`src/include/scatr_pkg.sv`:
```
// Package with register map, field layout and reset values of the synth cal and tuning registers
//
// Functional notes
// VCO current cal field bits 4:0, written by calibration or software, resets 01010.
// Software may save the three cal registers per channel and restore them on hops.
// Coarse capacitor cal field bits 5:0, written by calibration or software, resets 100000.
// Coarse capacitor register returns to reset when waking from the two deepest sleeps.
// Calibration control field bits 6:0 is read/write, resets 0001101.
// Tuning word A resets to 0x88; software may use 0x81 for low-rate sensitivity.
// Tuning word B resets to 0x11; software sets 0x31 while transmitting.
// Software may set tuning word B to 0x35 while receiving at low rates.
// Low-rate tuning values only while the DC block filter disable bit is 0.
// Tuning word C bit 1 enables VCO choice calibration stage; resets 0000_1011.
// Power entry seven is 8-bit read/write, resets 0x00.
// Power index select picks the transmit entry; entries 0..index step for ramping.
// VCO current cal bit 5 selects high VCO core when 1, resets 0.
// Unused bits read zero and ignore writes.
package scatr_pkg;
    localparam int ADDR_W = 16;
    localparam int DATA_W = 8;

    // ****************
    // Register offsets
    // ****************
    localparam logic [15:0] ADDR_VCO_CURRENT_CAL = 16'hdf1d;
    localparam logic [15:0] ADDR_VCO_COARSE_CAP_CAL = 16'hdf1e;
    localparam logic [15:0] ADDR_SYNTH_CAL_CONTROL = 16'hdf1f;
    localparam logic [15:0] ADDR_TUNING_WORD_A = 16'hdf23;
    localparam logic [15:0] ADDR_TUNING_WORD_B = 16'hdf24;
    localparam logic [15:0] ADDR_TUNING_WORD_C = 16'hdf25;
    localparam logic [15:0] ADDR_POWER_LEVEL_ENTRY_SEVEN = 16'hdf27;

    // ***************************
    // Writable masks, reset values
    // ***************************
    localparam logic [7:0] MASK_VCO_CURRENT_CAL = 8'h3f;
    localparam logic [7:0] MASK_VCO_COARSE_CAP_CAL = 8'h3f;
    localparam logic [7:0] MASK_SYNTH_CAL_CONTROL = 8'h7f;
    localparam logic [7:0] RST_VCO_CURRENT_CAL = 8'h0a;
    localparam logic [7:0] RST_VCO_COARSE_CAP_CAL = 8'h20;
    localparam logic [7:0] RST_SYNTH_CAL_CONTROL = 8'h0d;
    localparam logic [7:0] RST_TUNING_WORD_A = 8'h88;
    localparam logic [7:0] RST_TUNING_WORD_B = 8'h11;
    localparam logic [7:0] RST_TUNING_WORD_C = 8'h0b;
    localparam logic [7:0] RST_POWER_LEVEL_ENTRY_SEVEN = 8'h00;
    localparam logic [7:0] RD_UNMAPPED = 8'h00;

    // ***************
    // Field positions
    // ***************
    localparam int VCO_HIGH_CORE_SELECT_BIT = 5;
    localparam int VCO_CHOICE_CAL_ENABLE_BIT = 1;
    localparam int VCO_CURRENT_MSB = 4;
    localparam int COARSE_CAP_MSB = 5;
    localparam int CAL_CONTROL_MSB = 6;
    localparam logic [2:0] TOP_POWER_INDEX = 3'h7;
endpackage

```
`src/include/scatr_cal_if.sv`:
```
// Interface carrying calibration results from the synthesizer into the register bank
`timescale 1ns/10ps
`default_nettype none
interface scatr_cal_if;
    logic cal_current_we;
    logic [4:0] cal_current;
    logic cal_coarse_we;
    logic [5:0] cal_coarse;
    modport sink (input cal_current_we, input cal_current, input cal_coarse_we, input cal_coarse);
    modport source (output cal_current_we, output cal_current, output cal_coarse_we,
        output cal_coarse);
endinterface
`default_nettype wire

```
`src/scatr_power_sel.sv`:
```
// Power level selection and ramp stepping over entries zero up to the chosen index
`timescale 1ns/10ps
`default_nettype none
module scatr_power_sel (
    // Clock and reset
    input wire logic clk,
    input wire logic nrst,
    // Control
    input wire logic [2:0] power_index_select,
    input wire logic ramp_up,
    input wire logic ramp_down,
    // Table
    input wire logic [7:0] power_level_entry_seven,
    input wire logic [7:0] power_level_low [7],
    // Result
    output logic [2:0] power_index,
    output logic [7:0] power_level
);
    logic [2:0] idx_r;

    // *****************
    // Ramp index stepping
    // *****************
    always_ff @(posedge clk or negedge nrst) begin
        if (!nrst) begin
            idx_r <= 3'h0;
        end else if (ramp_up && idx_r < power_index_select) begin
            idx_r <= idx_r + 3'h1;
        end else if (ramp_down && idx_r != 3'h0) begin
            idx_r <= idx_r - 3'h1;
        end else if (!ramp_up && !ramp_down && idx_r > power_index_select) begin
            idx_r <= power_index_select;
        end
    end

    assign power_index = idx_r;
    always_comb begin
        if (idx_r == scatr_pkg::TOP_POWER_INDEX) begin
            power_level = power_level_entry_seven;
        end else begin
            power_level = power_level_low[idx_r];
        end
    end
endmodule
`default_nettype wire

```
`src/scatr_regs.sv`:
```
// Register bank for synthesizer calibration, tuning words and power entry seven
`timescale 1ns/10ps
`default_nettype none
module scatr_regs (
    // Clock and reset
    input wire logic clk,
    input wire logic nrst,
    // Register port
    input wire logic [15:0] addr,
    input wire logic [7:0] wdata,
    input wire logic wr,
    input wire logic rd,
    output logic [7:0] rdata,
    // Calibration results and sleep wake
    input wire logic cal_current_we,
    input wire logic [4:0] cal_current,
    input wire logic cal_coarse_we,
    input wire logic [5:0] cal_coarse,
    input wire logic deep_sleep_wake,
    // Power control
    input wire logic [2:0] power_index_select,
    input wire logic ramp_up,
    input wire logic ramp_down,
    input wire logic [7:0] power_level_low [7],
    // Outputs to analog
    output logic [4:0] vco_current_cal,
    output logic vco_high_core_select,
    output logic [5:0] vco_coarse_cap_cal,
    output logic [6:0] synth_cal_control,
    output logic [7:0] tuning_word_a,
    output logic [7:0] tuning_word_b,
    output logic [7:0] tuning_word_c,
    output logic vco_choice_cal_enable,
    output logic [2:0] power_index,
    output logic [7:0] power_level
);
    // Slot of each mapped register in the decode tables
    localparam int REG_COUNT = 7;
    localparam int IDX_CUR = 0;
    localparam int IDX_COARSE = 1;
    localparam int IDX_CTL = 2;
    localparam int IDX_TWA = 3;
    localparam int IDX_TWB = 4;
    localparam int IDX_TWC = 5;
    localparam int IDX_PE7 = 6;

    logic [7:0] cur_r;
    logic [7:0] coarse_r;
    logic [7:0] ctl_r;
    logic [7:0] twa_r;
    logic [7:0] twb_r;
    logic [7:0] twc_r;
    logic [7:0] pe7_r;
    logic [7:0] rdata_r;
    logic [7:0] rd_nxt;
    logic [15:0] reg_addr [REG_COUNT];
    logic [7:0] reg_word [REG_COUNT];
    logic [7:0] rd_term [REG_COUNT];
    logic [REG_COUNT-1:0] addr_hit;
    logic [REG_COUNT-1:0] wr_hit;

    // ****************************
    // Calibration results, grouped
    // ****************************
    scatr_cal_if cal ();
    assign cal.cal_current_we = cal_current_we;
    assign cal.cal_current = cal_current;
    assign cal.cal_coarse_we = cal_coarse_we;
    assign cal.cal_coarse = cal_coarse;

    // **************
    // Address decode
    // **************
    assign reg_addr[IDX_CUR] = scatr_pkg::ADDR_VCO_CURRENT_CAL;
    assign reg_addr[IDX_COARSE] = scatr_pkg::ADDR_VCO_COARSE_CAP_CAL;
    assign reg_addr[IDX_CTL] = scatr_pkg::ADDR_SYNTH_CAL_CONTROL;
    assign reg_addr[IDX_TWA] = scatr_pkg::ADDR_TUNING_WORD_A;
    assign reg_addr[IDX_TWB] = scatr_pkg::ADDR_TUNING_WORD_B;
    assign reg_addr[IDX_TWC] = scatr_pkg::ADDR_TUNING_WORD_C;
    assign reg_addr[IDX_PE7] = scatr_pkg::ADDR_POWER_LEVEL_ENTRY_SEVEN;

    // One hit line per register, shared by the write and the read side
    for (genvar g = 0; g < REG_COUNT; g++) begin : g_decode
        assign addr_hit[g] = addr == reg_addr[g];
        assign wr_hit[g] = wr && addr_hit[g];
        assign rd_term[g] = addr_hit[g] ? reg_word[g] : scatr_pkg::RD_UNMAPPED;
    end

    // ************************
    // VCO current calibration
    // ************************
    always_ff @(posedge clk or negedge nrst) begin
        if (!nrst) begin
            cur_r <= scatr_pkg::RST_VCO_CURRENT_CAL;
        end else if (wr_hit[IDX_CUR]) begin
            cur_r <= wdata & scatr_pkg::MASK_VCO_CURRENT_CAL;
        end else if (cal.cal_current_we) begin
            // Calibration moves only the current field, core select stays software's
            cur_r <= {cur_r[7:scatr_pkg::VCO_HIGH_CORE_SELECT_BIT], cal.cal_current};
        end
    end

    // ******************************
    // VCO coarse capacitor calibration
    // ******************************
    always_ff @(posedge clk or negedge nrst) begin
        if (!nrst) begin
            coarse_r <= scatr_pkg::RST_VCO_COARSE_CAP_CAL;
        end else if (deep_sleep_wake) begin
            coarse_r <= scatr_pkg::RST_VCO_COARSE_CAP_CAL;
        end else if (wr_hit[IDX_COARSE]) begin
            coarse_r <= wdata & scatr_pkg::MASK_VCO_COARSE_CAP_CAL;
        end else if (cal.cal_coarse_we) begin
            coarse_r <= {2'h0, cal.cal_coarse};
        end
    end

    // *******************
    // Calibration control
    // *******************
    always_ff @(posedge clk or negedge nrst) begin
        if (!nrst) begin
            ctl_r <= scatr_pkg::RST_SYNTH_CAL_CONTROL;
        end else if (wr_hit[IDX_CTL]) begin
            ctl_r <= wdata & scatr_pkg::MASK_SYNTH_CAL_CONTROL;
        end
    end

    // *************
    // Tuning word A
    // *************
    always_ff @(posedge clk or negedge nrst) begin
        if (!nrst) begin
            twa_r <= scatr_pkg::RST_TUNING_WORD_A;
        end else if (wr_hit[IDX_TWA]) begin
            twa_r <= wdata;
        end
    end

    // *************
    // Tuning word B
    // *************
    always_ff @(posedge clk or negedge nrst) begin
        if (!nrst) begin
            twb_r <= scatr_pkg::RST_TUNING_WORD_B;
        end else if (wr_hit[IDX_TWB]) begin
            twb_r <= wdata;
        end
    end

    // *************
    // Tuning word C
    // *************
    always_ff @(posedge clk or negedge nrst) begin
        if (!nrst) begin
            twc_r <= scatr_pkg::RST_TUNING_WORD_C;
        end else if (wr_hit[IDX_TWC]) begin
            twc_r <= wdata;
        end
    end

    // *****************
    // Power entry seven
    // *****************
    always_ff @(posedge clk or negedge nrst) begin
        if (!nrst) begin
            pe7_r <= scatr_pkg::RST_POWER_LEVEL_ENTRY_SEVEN;
        end else if (wr_hit[IDX_PE7]) begin
            pe7_r <= wdata;
        end
    end

    // **********
    // Read path
    // **********
    assign reg_word[IDX_CUR] = cur_r;
    assign reg_word[IDX_COARSE] = coarse_r;
    assign reg_word[IDX_CTL] = ctl_r;
    assign reg_word[IDX_TWA] = twa_r;
    assign reg_word[IDX_TWB] = twb_r;
    assign reg_word[IDX_TWC] = twc_r;
    assign reg_word[IDX_PE7] = pe7_r;

    // An unmapped address hits nothing, so the OR stays at the unmapped value
    always_comb begin
        rd_nxt = scatr_pkg::RD_UNMAPPED;
        for (int i = 0; i < REG_COUNT; i++) begin
            rd_nxt = rd_nxt | rd_term[i];
        end
    end

    // Read data held only in the cycle after the strobe
    always_ff @(posedge clk or negedge nrst) begin
        if (!nrst) begin
            rdata_r <= 8'h00;
        end else if (rd) begin
            rdata_r <= rd_nxt;
        end else begin
            rdata_r <= 8'h00;
        end
    end
    assign rdata = rdata_r;

    // ****************
    // Analog-side outputs
    // ****************
    assign vco_current_cal = cur_r[scatr_pkg::VCO_CURRENT_MSB:0];
    assign vco_high_core_select = cur_r[scatr_pkg::VCO_HIGH_CORE_SELECT_BIT];
    assign vco_coarse_cap_cal = coarse_r[scatr_pkg::COARSE_CAP_MSB:0];
    assign synth_cal_control = ctl_r[scatr_pkg::CAL_CONTROL_MSB:0];
    assign tuning_word_a = twa_r;
    assign tuning_word_b = twb_r;
    assign tuning_word_c = twc_r;
    assign vco_choice_cal_enable = twc_r[scatr_pkg::VCO_CHOICE_CAL_ENABLE_BIT];

    scatr_power_sel u_power_sel (
        .clk(clk),
        .nrst(nrst),
        .power_index_select(power_index_select),
        .ramp_up(ramp_up),
        .ramp_down(ramp_down),
        .power_level_entry_seven(pe7_r),
        .power_level_low(power_level_low),
        .power_index(power_index),
        .power_level(power_level)
    );
endmodule
`default_nettype wire

```
`config.mk`:
```
export PLATFORM = sky130hd
export DESIGN_NAME = scatr_regs
export DESIGN_NICKNAME = d
export VERILOG_FILES = /design/src/include/scatr_pkg.sv /design/src/include/scatr_cal_if.sv /design/src/scatr_power_sel.sv /design/src/scatr_regs.sv
export SDC_FILE = /design/constraint.sdc
export NUM_CORES = 1
export LEC_CHECK = 0
export BUFFER_PORTS_ARGS = -buffer_cell sky130_fd_sc_hd__buf_2
export CORE_AREA = 2 2 114 88
export CTS_BUF_LIST = sky130_fd_sc_hd__clkbuf_8
export CTS_CLUSTER_DIAMETER = 200
export DETAILED_ROUTE_END_ITERATION = 10
export DIE_AREA = 0 0 116 90
export GPL_TIMING_DRIVEN = 0
export PLACE_DENSITY = 0.78
export SLEW_MARGIN = 5
export SYNTH_ARGS = -nofsm -noshare
export SYNTH_HDL_FRONTEND = slang
export SYNTH_SLANG_ARGS = --single-unit
```
`constraint.sdc`:
```
create_clock -name clk -period 2.41 [get_ports clk]
set_input_delay 0.482 -clock clk [delete_from_list [all_inputs] [get_ports clk]]
set_output_delay 0.482 -clock clk [all_outputs]
set_load 0.01 [all_outputs]
```
### Yosys cells after proc, flatten, opt, wreduce, memory -nomap -nowiden

Index checks and enable logic that the tools add are counted.

* $lt $le $gt $ge: 3
* equality and inequality tests: 8
* multiplexer cells: 20
* add/sub/neg operators: 2
* reductions and logical operators: 17
* bitwise gates (word level): 7

Operator list (number)
* $eq A16 B16 Y1 const B: 7
* $mux W8: 14
* $or A8 B8 Y8: 5
* $bmux W8 S3: 1
* $logic_and A1 B1 Y1: 11
* $mux W3: 3
* $reduce_bool A3 Y1: 3
* $or A8 B7 Y8: 1
* $mux W7: 1
* $mux W5: 1
* $ge A4 B4 Y1 const B: 1
* $not A3 Y4: 1
* $add A3 B1 Y3 const B: 1
* $eq A3 B3 Y1 const B: 1
* $gt A3 B3 Y1: 1
* $lt A3 B3 Y1: 1
* $sub A3 B1 Y3 const B: 1
* $logic_not A1 Y1: 2
* $reduce_bool A2 Y1: 1

* logic and storage cells: 67
* output and inout bits: 63
* input bits: 103
* register bits: 66

### Depth between registers and ports, before layout

* depth in word-level cells: 9
* mapped depth: 9
* gate-level depth less buffers: 7

### Cells and area by module

A second synthesis with hierarchy kept.

* cells, all modules: 339
* area total of the unflattened synthesis: 3873.7 sq um

By module, submodules not included
* scatr_regs: seq. area each 1492.7 sq um, cells each 241, area each 2979.1 sq um, instances 1
* scatr_power_sel: seq. area each 75.1 sq um, cells each 98, area each 894.6 sq um, instances 1

### Worst setup path after synthesis

Ideal clock, no wire load.

* path type: register -> register
* from: reg u_power_sel.idx_r[0] (netlist: u_power_sel.power_index[0])
* to: reg u_power_sel.idx_r[2] (netlist: u_power_sel.power_index[2])
* buffers on the path: 2
* path slack: 0.279 ns
* setup time: 0.126 ns
* required time: 2.284 ns
* data arrival time: 2.005 ns
* clock period less this slack: 2.131 ns
* stages on the path, launching flop included: 10
* cells stage by stage: dfrtp_1 > buf_2 > clkbuf_1 > inv_1 > ha_1 > nor3_1 > a21o_1 > a22o_1 > a21oi_1 > o32a_1

* longest elaborated chain between the ends: 4
* elaborated cells on any way between the ends: 11

RTL lines
* start: declaration: RTL line scatr_power_sel.sv:19 `logic [2:0] idx_r;`
* start signal: assignment: RTL line scatr_power_sel.sv:28 `idx_r <= idx_r + 3'h1;`
* start signal: assignment: RTL line scatr_power_sel.sv:30 `idx_r <= idx_r - 3'h1;`
* start signal: assignment: RTL line scatr_power_sel.sv:32 `idx_r <= power_index_select;`
* branches (longest 4 deep; another with $sub A3 B1 Y3)

Several ways; the timed one is not identified.
A chain may end at the register's enable or synchronous reset.

### Worst setup path after layout

* from: reg u_power_sel.idx_r[0] (netlist: u_power_sel.power_index[0])
* to: out power_level[2]

* longest elaborated chain between the ends: 5
* elaborated cells on any way between the ends: 6

RTL lines
* $not A3 Y4 (not written as such): RTL line scatr_power_sel.sv:41 `power_level = power_level_low[idx_r];`
* $bmux W8 S3: RTL line scatr_power_sel.sv:41
* $mux W8 (not written as such) (2 in a row): RTL line scatr_power_sel.sv:41
* $mux W8 (*): RTL line scatr_power_sel.sv:38 `if (idx_r == scatr_pkg::TOP_POWER_INDEX) begin`
* end: declaration: RTL line scatr_regs.sv:35 `output logic [7:0] power_level`

Every way passes the cells marked *; elsewhere a longest branch is shown, timed or not. The select of a mux whose other input is x is not followed.

==> reports/summary.txt <==
Number of setup violations in the final report -> 0
Routability cong. -> 0.836
Maximum vdd drop -> 304 uV
Post-synthesis cell type count -> 44
Placeable Area -> 9390 um2
Area leader, netlist -> dfrtp_1
Cell Rows -> 31
Net Count, Synth -> 424
Leakage -> 2.50 nW
Die Ht -> 90 um
Residual DRC count -> 0
Max cap viols -> 0
Post-route ant nets -> 0
Total power draw -> 3.61 mW
Post-DP HPWL -> 8470 um
Fmax -> 0.423 GHz
Deepest clock path buffer count -> 2
Placed cell area -> 4640 um2
Final Cycle Share -> 0.982
Ys flop type -> dfrtp_1
Synth warn -> 0
CP required -> 1930 ps
Post-synth EDFFs -> 0
Hold Path Class -> input port to async pin
FFs w/ async S/R, synth -> 1.00
Initial DRC count -> 175
GRT Util Overall -> 0.201
Post-synthesis sequential area ratio -> 0.428
Final Hold Fails -> 0
First-pass GRT wire length -> 16,300 um
Cells along the critical path -> buf_4 > buf_4 > mux4_2 > o21ai_0 > o21ai_0 > buf_2
WP data arrival -> 1880 ps
Hold WS -> 219 ps
Power per cell area -> 730 nW/um2
Crit-path max cell delay -> 470 ps
# port buffers -> 163
Layout cells sized above 1 -> 0.560
Max_slew headroom -> 0.498
Hold-fix buffers, CTS -> 0
Clk sink count -> 62
Starting Density -> 0.390
Vias -> 3,290
Gr ovfl total -> 0
Area contributors post-synth -> dfrtp_1, mux2_2, dfstp_2
Number of H-tree levels -> 3
Max Slew Vio Count -> 0
Critical Path End Type -> primary output
Wire per inst -> 17.0 um
Vias per Instance -> 5.19
CTS clock-pin slew for the worst setup and hold paths -> 70 ps
Initial antenna violation count -> 0
Status -> finished, final reports clean
Number of diodes -> 0
#FFs+latches synth -> 62
DRT Pass-1 Iters -> 4
Die width -> 116 um
Fin crit period -> 2370 ps
Vias in the first global route -> 3,272
Post-synth top area share -> 0.335
Io pins -> 166
CP max stage cell -> mux4_2
Clock skew -> 5.84 ps
Final std cells w/o fill -> 634
P&R area growth vs syn -> 34.9%
Placed Cells -> 609
Clock Latency Late Sink -> 340 ps
Post-layout instance area -> 4940 um2
Nets -> 607
CP Class -> register to primary output
Largest net degree at the start of global routing -> 63
Slew @ Worst Pin -> 753 ps
Synth Cell Area -> 3660 um2
RSZ-0062 raised after global routing -> true
Crit path launch type -> register
Place WS -> -161 ps
Final WS setup -> 44.3 ps
Drt total wl -> 10,800 um
Die area -> 10,400 um2
Mapped Cells -> 314
CTS Root Cell -> clkbuf_8
CP Max Fanout -> 5
Inserted Clock Buffers -> 9
CTS tree -> yes
Syn_area_per_cell -> 11.7 um2
==> worst max-delay path: cells and delay by family, from the launching register on <==
kind            cells  cell delay (ps)
mux                 1              470
buf+inv             3              430
flops               1              410
compound gates      2              230
==> synthesized netlist by cell type, types with 2 or more instances <==
library cell  count
a21oi_1           3
a221oi_1          7
a22oi_1           7
buf_1             3
buf_2             7
clkbuf_1          5
dfrtp_1          49
dfstp_2          13
ha_1              7
inv_1             6
inv_2             2
mux2_1           17
mux2_2           45
mux2i_1          24
mux4_2            8
nand2_1          24
nand2b_1          4
nand3_1           5
nor2_1           16
nor2_2            2
nor2_4            2
nor2b_1           2
nor3_2            2
o211ai_1          9
o21ai_0          20
o22ai_1           7
==> layer usage <==
layer,GRT usage,share of wire,up-vias
met1,0.266,0.44,1606
met4,0.0486,0.013,0
met3,0.0499,0.059,16
met5,0,0,-
li1,-,-,1545
met2,0.330,0.48,123
==> metrics by stage <==
stage                     TNS [ps]  utilization
after global placement           0        0.495
final                            0        0.527
after floorplan                  0            -
after global routing         -99.1        0.527
after CTS                        0        0.523
after detailed placement      -334        0.495
==> final timing paths <==
check | start | endpoint | slack [ps] | cells past startpoint
worst max register to register | u_power_sel.power_index[0] | u_power_sel.power_index[2] | 250 | 8
worst max-delay path | u_power_sel.power_index[0] | power_level[2] | 40 | 6
max in group asynchronous | nrst | u_power_sel.power_index[0] | 1670 | 1
worst min register to register | ctl_r[5] | ctl_r[5] | 510 | 1
min in group clk | deep_sleep_wake | coarse_r[4] | 400 | 2
worst min-delay path | nrst | pe7_r[3] | 220 | 1
==> sequential cells by signal, summed over array words and instances, names as in the netlist <==
signal / cells
tuning_word_a: 8
ctl_r: 7
pe7_r: 8
tuning_word_c: 8
rdata: 8
coarse_r: 6
tuning_word_b: 8
cur_r: 6
u_power_sel.power_index: 3
==> placed cells by master (no fill, tap or decap), drive strengths merged <==
| master | n |
|---|---|
| dfrtp | 49 |
| nor2b | 2 |
| a21boi | 1 |
| buf | 185 |
| inv | 9 |
| a22oi | 7 |
| o211ai | 9 |
| o21ai | 20 |
| o32a | 1 |
| and4bb | 1 |
| mux2i | 24 |
| mux2 | 62 |
| nor3 | 4 |
| bufinv | 1 |
| nand4 | 1 |
| o221ai | 1 |
| nand3 | 6 |
| clkbuf | 14 |
| dfstp | 13 |
| o22ai | 7 |
| nand2b | 4 |
| a22o | 1 |
| nand4b | 2 |
| nor3b | 2 |
| a21oi | 3 |
| and4 | 1 |
| a221oi | 7 |
| nor4 | 1 |
| clkinv | 3 |
| mux4 | 8 |
| or2 | 1 |
| ha | 7 |
| nor2 | 20 |
| a21o | 1 |
| nand2 | 24 |
==> timing repair <==
item | CTS | global route
gates resized for setup | 11 | 14
gates cloned | 0 | 1
setup buffers | 5 | 3
endpoints found under the setup margin | 11 | 11
==> kinds of logic after synthesis <==
group	count (synthesis)	share of synthesized area
AO/OA/AOI/OAI	58	0.105
adder cells (fa/ha/maj)	7	0.0239
buffers and inverters	24	0.0280
flip-flops	62	0.428
multiplexers	94	0.305
AND/OR/NAND/NOR	69	0.110
==> report_power, final <==
part | total (mW) | internal, mW | switching, mW
combinational | 1.56 | 0.754 | 0.808
clock | 0.912 | 0.525 | 0.387
sequential | 1.14 | 1.09 | 0.0473
==> cell type report <==
cell class	instances	area (um2)
multi-input cells	228	1990
clock inverters	5	48.8
repair buffers	172	886
plain buffers	16	100
well taps	132	165
flip-flops and latches	62	1570
inverters	8	30.0
clock buffers	11	151
fillers	875	4440
(Power assumes the default switching activity.)
